<file path="config.mk">
export PLATFORM = sky130hd
export DESIGN_NAME = led_fault_ctl
export DESIGN_NICKNAME = d
export VERILOG_FILES = /design/src/rtl/led_ctl_pkg.sv /design/src/rtl/sense_sync.sv /design/src/rtl/led_fault_ctl.sv
export SDC_FILE = /design/constraint.sdc
export NUM_CORES = 1
export LEC_CHECK = 0
export BUFFER_PORTS_ARGS = -buffer_cell sky130_fd_sc_hd__buf_4
export CAP_MARGIN = 20
export CELL_PAD_IN_SITES_DETAIL_PLACEMENT = 1
export CELL_PAD_IN_SITES_GLOBAL_PLACEMENT = 1
export CORE_MARGIN = 2
export CORE_UTILIZATION = 44
export DETAILED_ROUTE_END_ITERATION = 10
export GPL_ROUTABILITY_DRIVEN = 0
export HOLD_SLACK_MARGIN = 0.02
export PLACE_DENSITY = 0.92
export SYNTH_ARGS = -nofsm -noshare
export SYNTH_HDL_FRONTEND = slang
export SYNTH_SLANG_ARGS = --single-unit
</file>
<file path="constraint.sdc">
create_clock -name clk_i -period 3.8 [get_ports clk_i]
set_input_delay 0.38 -clock clk_i [delete_from_list [all_inputs] [get_ports clk_i]]
set_output_delay 0.38 -clock clk_i [all_outputs]
set_load 0.03 [all_outputs]
</file>
<file path="src/rtl/led_ctl_pkg.sv">
// Shared constants, types and register map of the LED supervision block
package led_ctl_pkg;

  // ==========================================================================
  // Clocking and timing
  // ==========================================================================
  localparam int CLK_HZ           = 20_000_000;
  localparam int INT_OSC_HZ       = 350_000;
  localparam int INT_OSC_MIN_HZ   = 100_000;
  localparam int INT_OSC_MAX_HZ   = 700_000;
  // Rounds down
  localparam int INT_OSC_DIV      = CLK_HZ / INT_OSC_HZ;
  localparam int SLEEP_OSC_CYCLES = 32768;
  localparam int BLANK_OSC_CYCLES = 1024;
  localparam int OSC_DIV_W        = 8;
  localparam int OSC_CNT_W        = 16;

  // ==========================================================================
  // Wishbone register map
  // ==========================================================================
  localparam int          ADR_W          = 4;
  localparam logic [3:0]  ADDR_PHASE     = 4'h0;
  localparam logic [3:0]  ADDR_STATUS    = 4'h4;
  localparam int          PHASE_W        = 8;
  localparam logic [7:0]  PHASE_RST      = 8'h1C;
  localparam logic [31:0] UNMAPPED_DATA  = 32'h0000_0000;

  // Status register field positions
  localparam int ST_MODE_LSB  = 0;
  localparam int ST_UV_BIT    = 3;
  localparam int ST_SHORT_BIT = 4;
  localparam int ST_OPEN_BIT  = 5;
  localparam int ST_HOT_BIT   = 6;
  localparam int ST_FF1_BIT   = 7;
  localparam int ST_FF2_BIT   = 8;
  localparam int ST_GATE_BIT  = 9;
  localparam int ST_INT_BIT   = 10;
  localparam int ST_OVR1_BIT  = 11;
  localparam int ST_OVR2_BIT  = 12;
  localparam int ST_USED_W    = 13;

  // ==========================================================================
  // Types
  // ==========================================================================
  typedef enum logic [2:0] {
    MODE_SLEEP = 3'b001,
    MODE_BLANK = 3'b010,
    MODE_RUN   = 3'b100
  } mode_e;

  // Comparator outputs and logic inputs from the analog side
  typedef struct packed {
    logic enable;
    logic timing;
    logic reg_low;
    logic reg_on;
    logic out_short;
    logic string_short;
    logic open_led;
    logic under_current;
    logic temp_hot;
    logic temp_cool;
    logic led_short;
    logic peak_trip;
  } sense_s;

  localparam int SENSE_W = $bits(sense_s);

endpackage

</file>
<file path="src/rtl/sense_sync.sv">
// Two-stage synchroniser bank for the analog comparator and pin inputs
`timescale 1ns/1ns
module sense_sync (
  input  wire logic                clk_i,
  input  wire logic                rst_i,
  input  wire led_ctl_pkg::sense_s raw_i,
  output led_ctl_pkg::sense_s      synced_o
);
  import led_ctl_pkg::*;

  logic [SENSE_W-1:0] stage1;
  logic [SENSE_W-1:0] stage2;

  // ==========================================================================
  // One synchroniser per bit; stage1 feeds stage2 only
  // ==========================================================================
  genvar g;
  generate
    for (g = 0; g < SENSE_W; g++) begin : g_bit
      always_ff @(posedge clk_i) begin
        if (rst_i) begin
          stage1[g] <= 1'b0;
          stage2[g] <= 1'b0;
        end else begin
          stage1[g] <= raw_i[g];
          stage2[g] <= stage1[g];
        end
      end
    end
  endgenerate

  assign synced_o = sense_s'(stage2);

endmodule // sense_sync

</file>
<file path="src/rtl/led_fault_ctl.sv">
// Supervision logic of a constant-current LED converter controller
//
// How it works
// RQ1 - Enable low past sleep delay enters sleep
// RQ2 - Sleep delay is 32768 oscillator periods
// RQ3 - Gate drive off whenever enable is low
// RQ4 - Controller keeps PWM period below sleep delay
// RQ5 - LED current follows enable, full or zero
// RQ6 - Tied timing pin selects internal 350 kHz
// RQ7 - External clock accepted; phased clock lags switching
// RQ8 - Flags pull low, release while fault present
// RQ9 - Undervoltage: gate low, both flags released
// RQ10 - Outputs stay off until above turn-on threshold
// RQ11 - Output short latched: critical released, gate off
// RQ12 - Open LED latched: general released, gate off
// RQ13 - Undercurrent releases general flag, keeps driving
// RQ14 - Overtemperature flag clears below recovery threshold
// RQ15 - Fault detection waits out start-up blanking
// RQ16 - Open LED detection ignores blanking
// RQ17 - Critical flag held low overrides short disable
// RQ18 - General flag held low overrides open disable
// RQ19 - Single shorted LED releases general flag, unlatched
// RQ20 - Comparators and enable pass two-stage synchroniser
//
// Design decisions made here: the Wishbone slave port and the register addresses.
`timescale 1ns/1ns
module led_fault_ctl #(
  parameter int SLEEP_CYCLES = led_ctl_pkg::SLEEP_OSC_CYCLES,
  parameter int BLANK_CYCLES = led_ctl_pkg::BLANK_OSC_CYCLES
) (
  input  wire logic                    clk_i,
  input  wire logic                    rst_i,
  // Wishbone classic slave
  input  wire logic                    wb_cyc_i,
  input  wire logic                    wb_stb_i,
  input  wire logic                    wb_we_i,
  input  wire logic [led_ctl_pkg::ADR_W-1:0] wb_adr_i,
  input  wire logic [3:0]              wb_sel_i,
  input  wire logic [31:0]             wb_dat_i,
  output logic      [31:0]             wb_dat_o,
  output logic                         wb_ack_o,
  // Analog comparators and logic pins
  input  wire led_ctl_pkg::sense_s     sense_i,
  input  wire logic                    timing_pin_tied_i,
  // Open-drain fault flags
  input  wire logic                    critical_fault_flag_i,
  output logic                         critical_fault_flag_o,
  output logic                         critical_fault_flag_oe_o,
  input  wire logic                    general_fault_flag_i,
  output logic                         general_fault_flag_o,
  output logic                         general_fault_flag_oe_o,
  // Power stage
  output logic                         switch_gate_drive_o,
  output logic                         led_current_on_o,
  output logic                         phased_clock_output_o
);
  import led_ctl_pkg::*;

  // ==========================================================================
  // Declarations
  // ==========================================================================
  sense_s               sense;
  mode_e                mode;
  mode_e                next_mode;
  logic                 osc_internal;
  logic                 strap_taken;
  logic [OSC_DIV_W-1:0] div_cnt;
  logic                 timing_prev;
  logic                 osc_tick;
  logic [OSC_CNT_W-1:0] sleep_cnt;
  logic [OSC_CNT_W-1:0] blank_cnt;
  logic                 sleep_due;
  logic                 blank_done;
  logic                 uv;
  logic                 short_latch;
  logic                 open_latch;
  logic                 hot;
  logic                 detect_en;
  logic                 ovr_critical;
  logic                 ovr_general;
  logic                 hard_disable;
  logic                 gate_permit;
  logic                 rel_critical;
  logic                 rel_general;
  logic [PHASE_W-1:0]   phase_dly;
  logic [PHASE_W-1:0]   phase_cnt;
  logic                 flag_level;
  logic                 bus_req;
  logic                 bus_write;
  logic                 hit_phase;
  logic                 hit_status;
  logic [31:0]          status_word;
  logic [31:0]          next_rdata;

  // ==========================================================================
  // Input synchronisers
  // ==========================================================================
  sense_sync u_sense_sync (
    .clk_i    (clk_i),
    .rst_i    (rst_i),
    .raw_i    (sense_i),  // [RQ20]
    .synced_o (sense)
  );

  // ==========================================================================
  // Oscillator source and tick
  // ==========================================================================
  // Strap caught one cycle after reset release, never inside reset
  always_ff @(posedge clk_i) begin
    if (rst_i) begin
      strap_taken  <= 1'b0;
      osc_internal <= 1'b1;
    end else if (!strap_taken) begin
      strap_taken  <= 1'b1;
      osc_internal <= timing_pin_tied_i;  // [RQ6]
    end
  end

  always_ff @(posedge clk_i) begin
    if (rst_i) begin
      div_cnt     <= '0;
      timing_prev <= 1'b0;
    end else begin
      timing_prev <= sense.timing;
      if (div_cnt == OSC_DIV_W'(INT_OSC_DIV - 1)) begin
        div_cnt <= '0;
      end else begin
        div_cnt <= div_cnt + 1'b1;
      end
    end
  end

  // Internal divider or rising edge of the external clock
  assign osc_tick = osc_internal ? (div_cnt == OSC_DIV_W'(INT_OSC_DIV - 1))  // [RQ6]
                                 : (sense.timing && !timing_prev);           // [RQ7]

  // ==========================================================================
  // Sleep and blanking timers, counted in oscillator periods
  // ==========================================================================
  // Needs SLEEP_CYCLES ticks of unbroken low enable;
  // a PWM high phase restarts the count
  assign sleep_due  = !sense.enable && osc_tick &&
                      (sleep_cnt == OSC_CNT_W'(SLEEP_CYCLES - 1));  // [RQ2] [RQ4]
  assign blank_done = osc_tick && (blank_cnt == OSC_CNT_W'(BLANK_CYCLES - 1));

  always_ff @(posedge clk_i) begin
    if (rst_i) begin
      sleep_cnt <= '0;
    end else if (sense.enable || mode == MODE_SLEEP) begin
      sleep_cnt <= '0;
    end else if (osc_tick) begin
      sleep_cnt <= sleep_cnt + 1'b1;  // [RQ2]
    end
  end

  always_ff @(posedge clk_i) begin
    if (rst_i) begin
      blank_cnt <= '0;
    end else if (mode != MODE_BLANK || uv) begin
      blank_cnt <= '0;
    end else if (osc_tick) begin
      blank_cnt <= blank_cnt + 1'b1;  // [RQ15]
    end
  end

  // ==========================================================================
  // Operating mode
  // ==========================================================================
  always_comb begin
    next_mode = mode;
    unique case (mode)
      MODE_SLEEP: begin
        if (sense.enable) begin
          next_mode = MODE_BLANK;
        end
      end
      MODE_BLANK: begin
        if (sleep_due) begin
          next_mode = MODE_SLEEP;  // [RQ1]
        end else if (blank_done && !uv) begin
          next_mode = MODE_RUN;  // [RQ15]
        end
      end
      MODE_RUN: begin
        if (sleep_due) begin
          next_mode = MODE_SLEEP;  // [RQ1]
        end else if (uv) begin
          next_mode = MODE_BLANK;  // [RQ10]
        end
      end
    endcase
  end

  always_ff @(posedge clk_i) begin
    if (rst_i) begin
      mode <= MODE_BLANK;
    end else begin
      mode <= next_mode;
    end
  end

  // ==========================================================================
  // Fault state
  // ==========================================================================
  assign detect_en = (mode == MODE_RUN);  // [RQ15]

  // Undervoltage with hysteresis: set below low threshold, clear above on
  always_ff @(posedge clk_i) begin
    if (rst_i) begin
      uv <= 1'b1;
    end else if (sense.reg_low) begin
      uv <= 1'b1;  // [RQ9]
    end else if (sense.reg_on) begin
      uv <= 1'b0;  // [RQ10]
    end
  end

  // Overtemperature warning with hysteresis
  always_ff @(posedge clk_i) begin
    if (rst_i) begin
      hot <= 1'b0;
    end else if (sense.temp_hot && detect_en) begin
      hot <= 1'b1;  // [RQ14]
    end else if (sense.temp_cool || mode == MODE_SLEEP) begin
      hot <= 1'b0;  // [RQ14]
    end
  end

  // Shorts clear only by sleep or reset; set wins
  always_ff @(posedge clk_i) begin
    if (rst_i) begin
      short_latch <= 1'b0;
    end else if (detect_en && (sense.out_short || sense.string_short)) begin
      short_latch <= 1'b1;  // [RQ11]
    end else if (mode == MODE_SLEEP) begin
      short_latch <= 1'b0;  // [RQ11]
    end
  end

  // Open LED ignores blanking; low enable clears it
  always_ff @(posedge clk_i) begin
    if (rst_i) begin
      open_latch <= 1'b0;
    end else if (sense.open_led && mode != MODE_SLEEP && !uv) begin
      open_latch <= 1'b1;  // [RQ12] [RQ16]
    end else if (!sense.enable) begin
      open_latch <= 1'b0;  // [RQ12]
    end
  end

  // ==========================================================================
  // Flag overrides and gate permission
  // ==========================================================================
  // Released flag read low: held by the controller
  assign ovr_critical = short_latch && !critical_fault_flag_oe_o &&
                        !critical_fault_flag_i;  // [RQ17]
  assign ovr_general  = open_latch && !general_fault_flag_oe_o &&
                        !general_fault_flag_i;  // [RQ18]

  assign hard_disable = (short_latch && !ovr_critical) ||   // [RQ11] [RQ17]
                        (open_latch && !ovr_general);       // [RQ12] [RQ18]

  // Warnings never stop switching
  assign gate_permit  = (mode != MODE_SLEEP) && !uv && sense.enable &&
                        !hard_disable;  // [RQ3] [RQ9] [RQ10] [RQ13] [RQ19]

  // ==========================================================================
  // Fault flag encoding
  // ==========================================================================
  assign rel_critical = (mode == MODE_SLEEP) || uv || short_latch;  // [RQ8] [RQ9] [RQ11]
  assign rel_general  = (mode == MODE_SLEEP) || uv || open_latch || hot ||  // [RQ12] [RQ14]
                        (detect_en && sense.under_current) ||              // [RQ13]
                        (detect_en && sense.led_short);                    // [RQ19]

  always_ff @(posedge clk_i) begin
    if (rst_i) begin
      critical_fault_flag_oe_o <= 1'b0;
      general_fault_flag_oe_o  <= 1'b0;
      flag_level               <= 1'b0;
    end else begin
      critical_fault_flag_oe_o <= !rel_critical;  // [RQ8]
      general_fault_flag_oe_o  <= !rel_general;   // [RQ8]
      flag_level               <= 1'b0;
    end
  end

  // Open drain: the pin is only ever driven low
  always_ff @(posedge clk_i) begin
    if (rst_i) begin
      critical_fault_flag_o <= 1'b0;
      general_fault_flag_o  <= 1'b0;
    end else begin
      critical_fault_flag_o <= flag_level;
      general_fault_flag_o  <= flag_level;
    end
  end

  // ==========================================================================
  // Gate drive and LED current enable
  // ==========================================================================
  // Set on each oscillator tick, ended by the peak current comparator
  always_ff @(posedge clk_i) begin
    if (rst_i) begin
      switch_gate_drive_o <= 1'b0;
    end else if (!gate_permit) begin
      switch_gate_drive_o <= 1'b0;  // [RQ3] [RQ9]
    end else if (osc_tick) begin
      switch_gate_drive_o <= 1'b1;
    end else if (sense.peak_trip) begin
      switch_gate_drive_o <= 1'b0;
    end
  end

  always_ff @(posedge clk_i) begin
    if (rst_i) begin
      led_current_on_o <= 1'b0;
    end else begin
      led_current_on_o <= gate_permit;  // [RQ5]
    end
  end

  // ==========================================================================
  // Phased clock output
  // ==========================================================================
  // Rises phase_dly+1 cycles after a tick, falls at the next;
  // too long a delay keeps it low
  always_ff @(posedge clk_i) begin
    if (rst_i) begin
      phase_cnt <= '0;
    end else if (osc_tick) begin
      phase_cnt <= '0;
    end else if (phase_cnt != '1) begin
      phase_cnt <= phase_cnt + 1'b1;
    end
  end

  always_ff @(posedge clk_i) begin
    if (rst_i) begin
      phased_clock_output_o <= 1'b0;
    end else if (osc_tick || mode == MODE_SLEEP) begin
      phased_clock_output_o <= 1'b0;
    end else if (phase_cnt == phase_dly) begin
      phased_clock_output_o <= 1'b1;  // [RQ7]
    end
  end

  // ==========================================================================
  // Wishbone slave
  // ==========================================================================
  assign bus_req    = wb_cyc_i && wb_stb_i;
  assign bus_write  = bus_req && wb_we_i && wb_ack_o;
  assign hit_phase  = (wb_adr_i == ADDR_PHASE);
  assign hit_status = (wb_adr_i == ADDR_STATUS);

  assign status_word = {{(32 - ST_USED_W){1'b0}},
                        ovr_general,
                        ovr_critical,
                        osc_internal,
                        switch_gate_drive_o,
                        !general_fault_flag_oe_o,
                        !critical_fault_flag_oe_o,
                        hot,
                        open_latch,
                        short_latch,
                        uv,
                        mode};

  assign next_rdata = hit_phase  ? {{(32 - PHASE_W){1'b0}}, phase_dly} :
                      hit_status ? status_word :
                      UNMAPPED_DATA;

  // Ack one cycle after the request; writes land on the acked edge
  always_ff @(posedge clk_i) begin
    if (rst_i) begin
      wb_ack_o <= 1'b0;
      wb_dat_o <= '0;
    end else begin
      wb_ack_o <= bus_req && !wb_ack_o;
      wb_dat_o <= next_rdata;
    end
  end

  always_ff @(posedge clk_i) begin
    if (rst_i) begin
      phase_dly <= PHASE_RST;
    end else if (bus_write && hit_phase && wb_sel_i[0]) begin
      phase_dly <= wb_dat_i[PHASE_W-1:0];
    end
  end

endmodule // led_fault_ctl

</file>
==> metrics.log <==
INFO  metric detailed_place.area = 0.00486 sq mm
INFO  metric cp.arrival = 2.82 ns
INFO  metric total_power = 2020 uW
INFO  metric totalWireLength = 10.1 mm
INFO  metric synth.top_cells.by_count = 109 x dfxtp_1, 64 x nor2_1, 28 x nand2_1
INFO  metric timing.fmax = 397 MHz
INFO  metric synthCells = 467
INFO  metric postSynthRegisterBits = 109
INFO  metric design.die.area = 0.0110 sq mm
INFO  metric avgRoutedWirePerCell = 15.5 um
INFO  metric drc = 0
INFO  metric cts.repair_timing.setup_buffer_count = 0
INFO  metric yosys_warnings = 0
INFO  metric yosysTopAreaCell = dfxtp_1
INFO  metric root_buffer = clkbuf_8
INFO  metric rows = 36
INFO  metric top_layer_used = met4
INFO  metric syn_area = 0.00447 sq mm
INFO  metric post_route_cells_drive_above_1_share = 0.155
INFO  metric synthFlopType = dfxtp_1
INFO  metric h-tree-depth = 3
INFO  metric final-setup-viol-count = 0
INFO  metric die_w = 105 um
INFO  metric place.detailed.hpwl = 7.26 mm
INFO  metric routed-via-count = 3337
INFO  metric antenna-diode-count = 0
INFO  metric period_share = 0.663
INFO  metric finalSetupTns = 0 ns
INFO  metric synth.top_cells.by_area = dfxtp_1 49%, nor2_1 5.4%, xor2_1 5.3%
INFO  metric cap_viol_max_count = 0
INFO  metric power_density_cells = 398 mW/mm^2
INFO  metric finalClockSkew = 0.0199 ns
INFO  metric die_y = 105 um
INFO  metric slew_viol_final = 0
INFO  metric synth_area_per_cell = 9.58 sq um
INFO  metric synth_edf_count = 0
INFO  metric hold_path.class = in -> reg
INFO  metric kind_of_start_point_of_the_critical_path = register
INFO  metric cts-buffers-inserted = 9
INFO  metric grt_antenna_before_repair = 0
INFO  metric worstPathRequired = 4.10 ns
INFO  metric crit_type = reg -> reg
INFO  metric post-route-min-period = 2.52 ns
INFO  metric final_hold_violations = 0
INFO  metric met3_wire_length = 265 um
INFO  metric cts_tree = done
INFO  metric dp_worst_setup_slack = 1.28 ns
INFO  metric status = finished, final reports clean
INFO  metric dp.cells = 633
INFO  metric areaGrowthSynthToFinish = 13.4%
INFO  metric clk-insertion-delay-late = 0.38 ns
INFO  metric worst_slew_pin_slew = 0.993 ns
INFO  metric worst_slew_margin_rel = 0.338
INFO  metric cts.sink_count = 109
INFO  metric first_global_vias = 3587
INFO  metric wl_met1 = 4.34 mm
INFO  metric synthDominantCellAreaShare = 0.488
INFO  metric ctsResizeCount = 0
INFO  metric synth.most_common_cell = dfxtp_1
INFO  metric rrSetupSlack = 1.28 ns
INFO  metric cp-end-kind = register
INFO  metric total_number_of_nets_in_the_final_design = 576
INFO  metric unrepaired_setup_endpoints_after_global_routing = no
INFO  metric synth.lib_cells_used.distinct = 48
INFO  metric cts.clk_slew.worst_paths = 0.12 ns
INFO  metric worst-path-max-fanout = 20
INFO  metric detail-route-antenna-nets = 0
INFO  metric drt-pass1-iter-count = 4
INFO  metric total_leakage_power = 0.00196 uW
INFO  metric initial_utilization = 0.456
INFO  metric detailroute.wirelength.met2 = 5.36 mm
INFO  metric clk_path_buf_depth = 2
INFO  metric finalNonFillerCells = 649
INFO  metric grt_util_all_layers = 0.190
INFO  metric global_route_wire_length_before_repair = 16.9 mm
INFO  metric grt_max_degree = 42
INFO  metric ys_async_sr_fraction = 0
INFO  metric detail_routed_via_count_per_cell = 5.14
INFO  metric placement.io_buffers = 51
INFO  metric io_pins = 100
INFO  metric ir_drop = 245 uV
INFO  metric initialDrtViolationCount = 150
INFO  metric placeableCoreArea = 0.00982 sq mm
INFO  metric ctsHoldBuffers = 0
INFO  metric yosysSeqAreaShare = 0.488
INFO  metric postLayoutCellArea = 0.00507 sq mm
INFO  metric final_critical_path_setup_slack = 1.28 ns
INFO  metric grt-ovfl-total = 0
==> sequential cells by signal, indices dropped and copies added, names as in the netlist, 3 cells and up <==
name,flops
blank_cnt,16
div_cnt,8
mode,3
phase_cnt,8
phase_dly,8
sleep_cnt,16
u_sense_sync.stage1,12
u_sense_sync.synced_o,12
wb_dat_o,13
==> report_power, final <==
part	total (uW)	switching, uW	internal (uW)
Sequential	1180	15.3	1160
Combinational	122	76.7	45.2
Clock	717	450	268
==> metal layers <==
metal / vias up / GRT usage
li1: 1639 / -
met1: 1645 / 0.219
met2: 43 / 0.351
met3: 10 / 0.0449
met4: 0 / 0.0495
met5: - / 0
==> area by class of cell <==
| cell class | count | area, sq um |
|---|---|---|
| inverters | 6 | 22.5 |
| fillers | 1158 | 4750 |
| flip-flops and latches | 109 | 2180 |
| multi-input cells | 334 | 2110 |
| repair buffers | 51 | 383 |
| clock buffers | 9 | 124 |
| clock inverters | 7 | 88.8 |
| well taps | 133 | 166 |
==> kinds of logic after synthesis <==
group / after synthesis / share of synthesized area
and+or+nand+nor: 212 / 0.265
AOI/OAI and AO/OA: 37 / 0.0543
xor gates and xnor gates: 42 / 0.0822
DFF: 109 / 0.488
muxes: 17 / 0.0380
buffers and inverters: 44 / 0.0584
other: 1 / 0.000838
adders and majority gates: 5 / 0.0140
==> layout by cell type (no fill, tap or decap), types with 6 or more instances in the layout <==
| cell type | instances |
|---|---|
| dfxtp_1 | 109 |
| nor2_1 | 64 |
| buf_4 | 51 |
| nand2_1 | 28 |
| xor2_1 | 27 |
| nor2b_1 | 25 |
| conb_1 | 21 |
| nand4_1 | 18 |
| mux2i_1 | 17 |
| nand3_1 | 15 |
| xnor2_1 | 15 |
| a21oi_1 | 12 |
| o21ai_0 | 10 |
| nor3_1 | 10 |
| clkbuf_8 | 9 |
| and3_1 | 7 |
| inv_1 | 6 |
| or3_1 | 6 |
| nand2b_1 | 6 |
==> worst paths after layout <==
check,startpoint,endpoint,cells past startpoint
worst max-delay path,div_cnt[0],phase_cnt[4],6
worst min-delay path,general_fault_flag_i,wb_dat_o[12],2
worst max register to register,div_cnt[0],phase_cnt[4],6
worst min register to register,u_sense_sync.synced_o[8],uv,1
==> worst max-delay path: stages (launching register included) <==
cell,delay [ns]
dfxtp_1,0.41
inv_1,0.08
ha_1,0.22
nand4b_1,0.18
o22a_1,0.82
nand2_1,0.44
nor3_1,0.28
==> stage by stage <==
step / hold slack [ns] / util
6_report: 0.154 / 0.517
5_1_grt: 0.130 / 0.517
4_1_cts: 0.144 / 0.517
3_5_place_dp: 0.421 / 0.495
3_3_place_gp: 0.396 / 0.495
2_1_floorplan: 0.388 / -
Note: power is estimated with default switching activity, not from simulation.
